## src/hw/tapg_defs.svh

```systemverilog
// Clock frequency and reset values for the thermal alarm and power-good sideband.
`ifndef TAPG_DEFS_SVH
`define TAPG_DEFS_SVH
`define TAPG_CLK_HZ 10000000
`define TAPG_BIDIR_EN_RST 1'b0
`define TAPG_GATED_RST 1'b1
`endif

```

## src/hw/tapg_pkg.sv

```systemverilog
// Types shared by the thermal alarm and power-good sideband.
package tapg_pkg;
   typedef enum logic [4:0] {
      TAPG_PS_HIGH_FREQ = 5'h01,
      TAPG_PS_MID_FREQ = 5'h02,
      TAPG_PS_LOW_FREQ = 5'h04,
      TAPG_PS_DEEP_SLEEP = 5'h08,
      TAPG_PS_DEEPER_SLEEP = 5'h10
   } tapg_pstate_type;

   typedef struct packed {
      logic throttleEnable;
      logic bidirEnableReq;
   } tapg_ctrl_type;

   typedef struct packed {
      logic alarmOut;
      logic alarmOe_n;
   } tapg_pin_type;

   typedef enum logic [1:0] {
      TAPG_GATED = 2'h1,
      TAPG_RUN = 2'h2
   } tapg_guard_type;
endpackage

```

## src/hw/tapg_sideband.sv

```systemverilog
// Thermal alarm pin, power-state indicator and power-good qualification logic.
`timescale 1ns/1ps
`include "tapg_defs.svh"
//
// Function
// Drive thermal_alarm_n low when the sensor reports maximum safe temperature.
// Throttle unit is active whenever the alarm goes out, if enabled.
// External alarm assertion in bidirectional mode activates throttling, if enabled.
// Throttling from the external alarm lasts until the platform releases it; the code drops it for two cycles after its own drive ends.
// After reset the alarm pin is output only until firmware enables bidirection.
// Assert power_state_indicator_n from high to low freq and in deep sleeps.
// Platform holds supply_ok low cleanly, then rises monotonically.
// Platform may drop supply_ok anytime; stable supplies before next rise.
// Platform always supplies supply_ok, high during boundary scan.
// supply_ok low gates the logic; resume only after a new rising edge.
module tapg_sideband
   import tapg_pkg::*;
(
   input wire logic core_clk,
   input wire logic resetn,
   input wire logic sensorAtMaxTemp,
   input wire tapg_ctrl_type ctrl,
   input wire tapg_pstate_type powerState,
   input wire logic supplyOk,
   input wire logic thermalAlarmIn_n,
   output tapg_pin_type thermalAlarm,
   output logic thermalThrottleUnit,
   output logic powerStateIndicator_n,
   output logic bidirEnabled,
   output logic logicGated
);

   // ******************************************************************
   // Input synchronisers
   // ******************************************************************
   logic supplyMeta, supplySync, supplyPrev;
   logic alarmMeta, alarmSync_n;

   always_ff @(posedge core_clk or negedge resetn) begin
      if (!resetn) begin
         supplyMeta <= 1'b0;
         supplySync <= 1'b0;
         supplyPrev <= 1'b0;
         alarmMeta <= 1'b1;
         alarmSync_n <= 1'b1;
      end else begin
         supplyMeta <= supplyOk;
         supplySync <= supplyMeta;
         supplyPrev <= supplySync;
         alarmMeta <= thermalAlarmIn_n;
         alarmSync_n <= alarmMeta;
      end
   end

   // ******************************************************************
   // Power-good guard
   // ******************************************************************
   // A supply already high at reset also counts, as the synchronisers reset low; only
   // a fresh rising edge lets the block run, so a glitchy start cannot slip in.
   tapg_guard_type guard, next_guard;
   wire supplyRise = supplySync && !supplyPrev;

   always_comb begin
      next_guard = guard;
      unique case (guard)
         TAPG_GATED: if (supplyRise) next_guard = TAPG_RUN;
         TAPG_RUN: if (!supplySync) next_guard = TAPG_GATED;
         default: next_guard = TAPG_GATED;
      endcase
   end

   always_ff @(posedge core_clk or negedge resetn) begin
      if (!resetn) guard <= TAPG_GATED;
      else guard <= next_guard;
   end

   wire running = (guard == TAPG_RUN);

   // ******************************************************************
   // Alarm direction and throttle
   // ******************************************************************
   logic bidir;
   logic driveAlarm;
   logic throttle;
   logic [1:0] driveHist;

   // Our own drive is masked out of the sampled pin so the device never
   // takes its own alarm as an external request. The pin reaches the logic
   // through two flip-flops, so the mask is held for two cycles after the
   // drive ends; the price is that a platform pull in that window is missed.
   wire ownDrive = driveAlarm || (|driveHist);
   wire externalAlarm = bidir && !alarmSync_n && !ownDrive;
   wire next_drive = running && sensorAtMaxTemp;
   wire next_throttle = running && ctrl.throttleEnable
                        && (next_drive || externalAlarm);

   always_ff @(posedge core_clk or negedge resetn) begin
      if (!resetn) begin
         bidir <= `TAPG_BIDIR_EN_RST;
         driveAlarm <= 1'b0;
         throttle <= 1'b0;
         driveHist <= 2'h0;
      end else begin
         if (!running) bidir <= `TAPG_BIDIR_EN_RST;
         else if (ctrl.bidirEnableReq) bidir <= 1'b1;
         driveAlarm <= next_drive;
         throttle <= next_throttle;
         driveHist <= {driveHist[0], driveAlarm};
      end
   end

   // ******************************************************************
   // Power-state indicator
   // ******************************************************************
   logic psiActive;
   wire psiState = running && (powerState inside {TAPG_PS_HIGH_FREQ, TAPG_PS_MID_FREQ,
      TAPG_PS_LOW_FREQ, TAPG_PS_DEEP_SLEEP, TAPG_PS_DEEPER_SLEEP});

   always_ff @(posedge core_clk or negedge resetn) begin
      if (!resetn) psiActive <= 1'b0;
      else psiActive <= psiState;
   end

   assign thermalAlarm.alarmOut = 1'b0;
   assign thermalAlarm.alarmOe_n = !driveAlarm;
   assign thermalThrottleUnit = throttle;
   assign powerStateIndicator_n = !psiActive;
   assign bidirEnabled = bidir;
   assign logicGated = !running;

   // ******************************************************************
   // Checks
   // ******************************************************************
   // These look only at what the block drives; the platform's duties on the
   // power-good input are kept by the platform model on the bench side.
   property p_alarm_drive;
      @(posedge core_clk) disable iff (!resetn)
      (running && sensorAtMaxTemp) |=> !thermalAlarm.alarmOe_n;
   endproperty
   a_alarm_drive: assert property (p_alarm_drive) else $error("alarm not driven");

   property p_throttle_with_alarm;
      @(posedge core_clk) disable iff (!resetn)
      ($past(ctrl.throttleEnable) && !thermalAlarm.alarmOe_n) |-> thermalThrottleUnit;
   endproperty
   a_throttle_with_alarm: assert property (p_throttle_with_alarm)
      else $error("alarm without throttle");

   property p_ext_throttle;
      @(posedge core_clk) disable iff (!resetn)
      (running && bidir && ctrl.throttleEnable && !alarmSync_n && !ownDrive)
      |=> thermalThrottleUnit;
   endproperty
   a_ext_throttle: assert property (p_ext_throttle) else $error("no ext throttle");

   property p_ext_hold;
      @(posedge core_clk) disable iff (!resetn)
      (thermalThrottleUnit && !sensorAtMaxTemp && !$past(sensorAtMaxTemp)
       && $fell(alarmSync_n) == 1'b0 && alarmSync_n && !driveAlarm) |=> !thermalThrottleUnit;
   endproperty
   a_ext_hold: assert property (p_ext_hold) else $error("throttle held after release");

   property p_output_only;
      @(posedge core_clk) disable iff (!resetn)
      (!bidir && !sensorAtMaxTemp) |=> !thermalThrottleUnit;
   endproperty
   a_output_only: assert property (p_output_only)
      else $error("input used while output");

   property p_psi;
      @(posedge core_clk) disable iff (!resetn)
      running |=> (powerStateIndicator_n == ($countones($past(powerState)) != 1));
   endproperty
   a_psi: assert property (p_psi) else $error("indicator wrong");

   property p_gated_quiet;
      @(posedge core_clk) disable iff (!resetn)
      (!running ##1 !running) |-> (thermalAlarm.alarmOe_n && !thermalThrottleUnit
                                   && powerStateIndicator_n);
   endproperty
   a_gated_quiet: assert property (p_gated_quiet) else $error("active while gated");

   property p_resume_edge;
      @(posedge core_clk) disable iff (!resetn)
      $rose(running) |-> $past(supplyRise);
   endproperty
   a_resume_edge: assert property (p_resume_edge) else $error("resumed without edge");

   property p_alarm_release;
      @(posedge core_clk) disable iff (!resetn)
      !(running && sensorAtMaxTemp) |=> thermalAlarm.alarmOe_n;
   endproperty
   a_alarm_release: assert property (p_alarm_release)
      else $error("alarm driven without sensor");

   property p_throttle_disabled;
      @(posedge core_clk) disable iff (!resetn)
      !ctrl.throttleEnable |=> !thermalThrottleUnit;
   endproperty
   a_throttle_disabled: assert property (p_throttle_disabled)
      else $error("throttle while disabled");

   property p_bidir_set;
      @(posedge core_clk) disable iff (!resetn)
      (running && ctrl.bidirEnableReq) |=> bidirEnabled;
   endproperty
   a_bidir_set: assert property (p_bidir_set)
      else $error("bidirection not enabled");

   property p_bidir_cleared;
      @(posedge core_clk) disable iff (!resetn)
      !running |=> !bidirEnabled;
   endproperty
   a_bidir_cleared: assert property (p_bidir_cleared)
      else $error("bidirection kept while gated");

   property p_supply_drop;
      @(posedge core_clk) disable iff (!resetn)
      (running && !supplySync) |=> !running;
   endproperty
   a_supply_drop: assert property (p_supply_drop)
      else $error("still running after supply drop");

endmodule // tapg_sideband

```

## config.mk

```make
export PLATFORM = sky130hd
export DESIGN_NAME = tapg_sideband
export DESIGN_NICKNAME = d
export VERILOG_FILES = /design/src/hw/tapg_pkg.sv /design/src/hw/tapg_sideband.sv
export VERILOG_INCLUDE_DIRS = /design/src /design/src/hw
export SDC_FILE = /design/constraint.sdc
export NUM_CORES = 1
export LEC_CHECK = 0
export BUFFER_PORTS_ARGS = -buffer_cell sky130_fd_sc_hd__buf_2
export CAP_MARGIN = 25
export CORE_AREA = 2 2 39 41
export DETAILED_ROUTE_END_ITERATION = 10
export DIE_AREA = 0 0 41 43
export PLACE_DENSITY = 0.69
export SLEW_MARGIN = 20
export SYNTH_ARGS = -nofsm -noshare
export SYNTH_HDL_FRONTEND = slang
export SYNTH_SLANG_ARGS = --single-unit
```

## constraint.sdc

```tcl
create_clock -name core_clk -period 2.8 [get_ports core_clk]
set_input_delay 0.42 -clock core_clk [delete_from_list [all_inputs] [get_ports core_clk]]
set_output_delay 0.42 -clock core_clk [all_outputs]
set_load 0.02 [all_outputs]
```

==> results.md <==
- CP max stage cell: dfstp_2
- Fill cells: 142
- Initial antenna violation count: 0
- Reg-to-reg startpoint: guard[0]
- Pre-CTS WS: 1.40 ns
- Placed cell count: 69
- Routed Antenna Nets: 0
- Critical path startpoint category: flop
- Max-cap violations: 0
- Netlist Area Pre-Place: 472 sq um
- Pin count of the biggest net entering global routing: 14
- Crit path from: guard[0]
- CP Data Required Time: 2.38 ns
- RSZ-0062 raised after global routing: no
- DR vias/cell: 4.51
- CP Depth: 3
- Die Wd: 41 um
- Synthesis-to-layout area growth: 25.2%
- Clock Latency Late Sink: 0.27 ns
- Syn. warnings: 0
- Clk slew on worst S/H paths: 0.07 ns
- Via count: 329
- CTS Hold Bufs: 0
- Crit-path cells: and2b_1, inv_1, buf_2
- Post-layout util: 42.7%
- Final instance area: 591 sq um
- Syn avg cell area: 12.4 sq um
- Final Skew: 0.00354 ns
- Final hold slack: 0.0114 ns
- CTS root buf: clkbuf_4
- Buf/Inv on CP: 2
- H-tree depth: 1
- First-pass GRT wire length: 1.18 mm
- Die height: 43 um
- Final Total Pwr: 0.337 mW
- Run status: finished clean
- Residual DRC: 0
- Grt ovf: 0
- Vias in the first global route: 273
- Final period utilization: 60.6%
- R2r worst-path depth: 2
- Total GRT Usage: 11.9%
- Post-CTS Setup Bufs: 0
- Synthesized flop and latch total: 13
- Clk buf depth: 2
- # setup viols final: 0
- Peak supply drop: 283 uV
- Internal power: 0.263 mW
- Final Hold Fails: 0
- Leak: 0.282 nW
- TritonCTS clock tree: done
- Multi-input logic area: 120 sq um
- Netlist cell types: 18
- Fmax achieved: 590 MHz
- RePlAce Congestion: 0.657
- Antenna cell count: 0
- Initial core utilization: 34.1%
- Pre-antenna DRT Iters: 4
- CP Data Arrival Time: 1.28 ns
- CP delay by family, top: flip-flops
- CP peak stage delay: 0.53 ns
- Switch share: 22.0%
- Fin crit period: 1.70 ns
- Critical path class: flop to output pin
- CP max FO: 4
- Total CTS buffers: 3
- Hold Crit Class: primary input to asynchronous set/reset pin
- Fin worst setup slack: 1.10 ns
- Clk pwr share: 33.2%
- Resized Gates After CTS: 0
- IO Pins: 18
- Psw: 0.0739 mW
- Nets: 70
- Seq pwr share: 59.1%
- # clock sinks: 13
- Core area: 1380 sq um
- Setup TNS: 0 ns
- Instance count of the mapped netlist: 38
- Sequential fraction of the synthesis area: 69.8%
- Final WL: 849 um
- Synth Net Count: 50
- Row Count: 14
- Combinational share of power: 7.7%
- Drt first-iter violations: 7
- CP Capture Type: output pin
- Finished Layout Cells: 73
- Layout cells sized above 1: 38.6%
- Die area: 1760 sq um
- Hpwl dp: 649 um
- Dpl cell area: 564 sq um
- Fin. max-slew vios: 0
- Register area: 329 sq um
- Power Density: 570 nW/um^2
- PortBufs: 16
- Wirelength per Cell: 11.6 um
[final cells by class]
class,instances,share of cell area [%]
timing repair buffer,16,13.6
multi-input combinational,20,20.3
inverter,4,2.54
tap,16,3.39
sequential,13,55.7
clock buffer,4,4.45
[state kept, by name (all words and copies together), names as in the netlist]
name,count
bidirEnabled,1
guard,2
driveAlarm,1
alarmSync_n,1
thermalThrottleUnit,1
supplyMeta,1
supplyPrev,1
psiActive,1
driveHist,2
supplySync,1
alarmMeta,1
[cell usage in the layout (no fill, tap or decap), types with 2 or more instances in the layout]
master and instances:
dfrtp_1 10, nand3b_1 2, nor3b_1 2, nor3_1 2
dfstp_2 3, nor2_1 4, buf_2 16, clkbuf_4 3
inv_1 4
[cell families after synthesis]
kind of cell,after synthesis,synth area share [%]
simple gates,14,17.2
other cells,1,0.795
flops,13,69.8
buf+inv,5,4.77
xor+xnor,1,1.86
compound gates,4,5.57
[synthesized netlist by cell type (all sizes together)]
| master | n | share of area (%) |
|---|---|---|
| dfstp | 3 | 17 |
| dfrtp | 10 | 53 |
| nor4b | 1 | 1.9 |
| conb | 1 | 0.79 |
| a22oi | 1 | 1.6 |
| a31oi | 1 | 1.3 |
| buf | 1 | 1.6 |
| and2b | 1 | 1.6 |
| o21a | 1 | 1.6 |
| inv | 4 | 3.2 |
| a21oi | 1 | 1.1 |
| nor2 | 4 | 3.2 |
| and2 | 1 | 1.3 |
| xor2 | 1 | 1.9 |
| nor3 | 2 | 2.1 |
| nand2 | 1 | 0.79 |
| nand3b | 2 | 3.2 |
| nor3b | 2 | 3.2 |
[worst reg2reg max path, cell delays in order, from the launching register on]
cell	delay [ns]
dfstp_2	0.53
and2b_1	0.21
o21a_1	0.21
[per-layer routing]
metal | vias up | global-route usage [%] | wire (um)
li1 | 160 | - | -
met1 | 146 | 11.6 | 334
met2 | 21 | 16.3 | 407
met3 | 2 | 9.42 | 87
met4 | 0 | 8.00 | 20
met5 | - | 0 | 0
[power by group through the flow]
stage | Sequential [mW] | Clock [mW] | Combinational [mW]
after floorplan | 0.202 | 0 | 0.0113
after global placement | 0.202 | 0 | 0.0252
after detailed placement | 0.203 | 0 | 0.0261
after CTS | 0.199 | 0.119 | 0.0262
after global routing | 0.200 | 0.127 | 0.0287
final | 0.199 | 0.112 | 0.0258
[path summary, 6_finish.rpt]
path,end,slack [ns]
max,logicGated,1.10
min,driveAlarm,0.01
max reg2reg,guard[1],1.74
min reg2reg,supplySync,0.35
max in group asynchronous,guard[0],2.51
min in group core_clk,alarmMeta,0.24
Note: power is estimated with default switching activity, not from simulation.
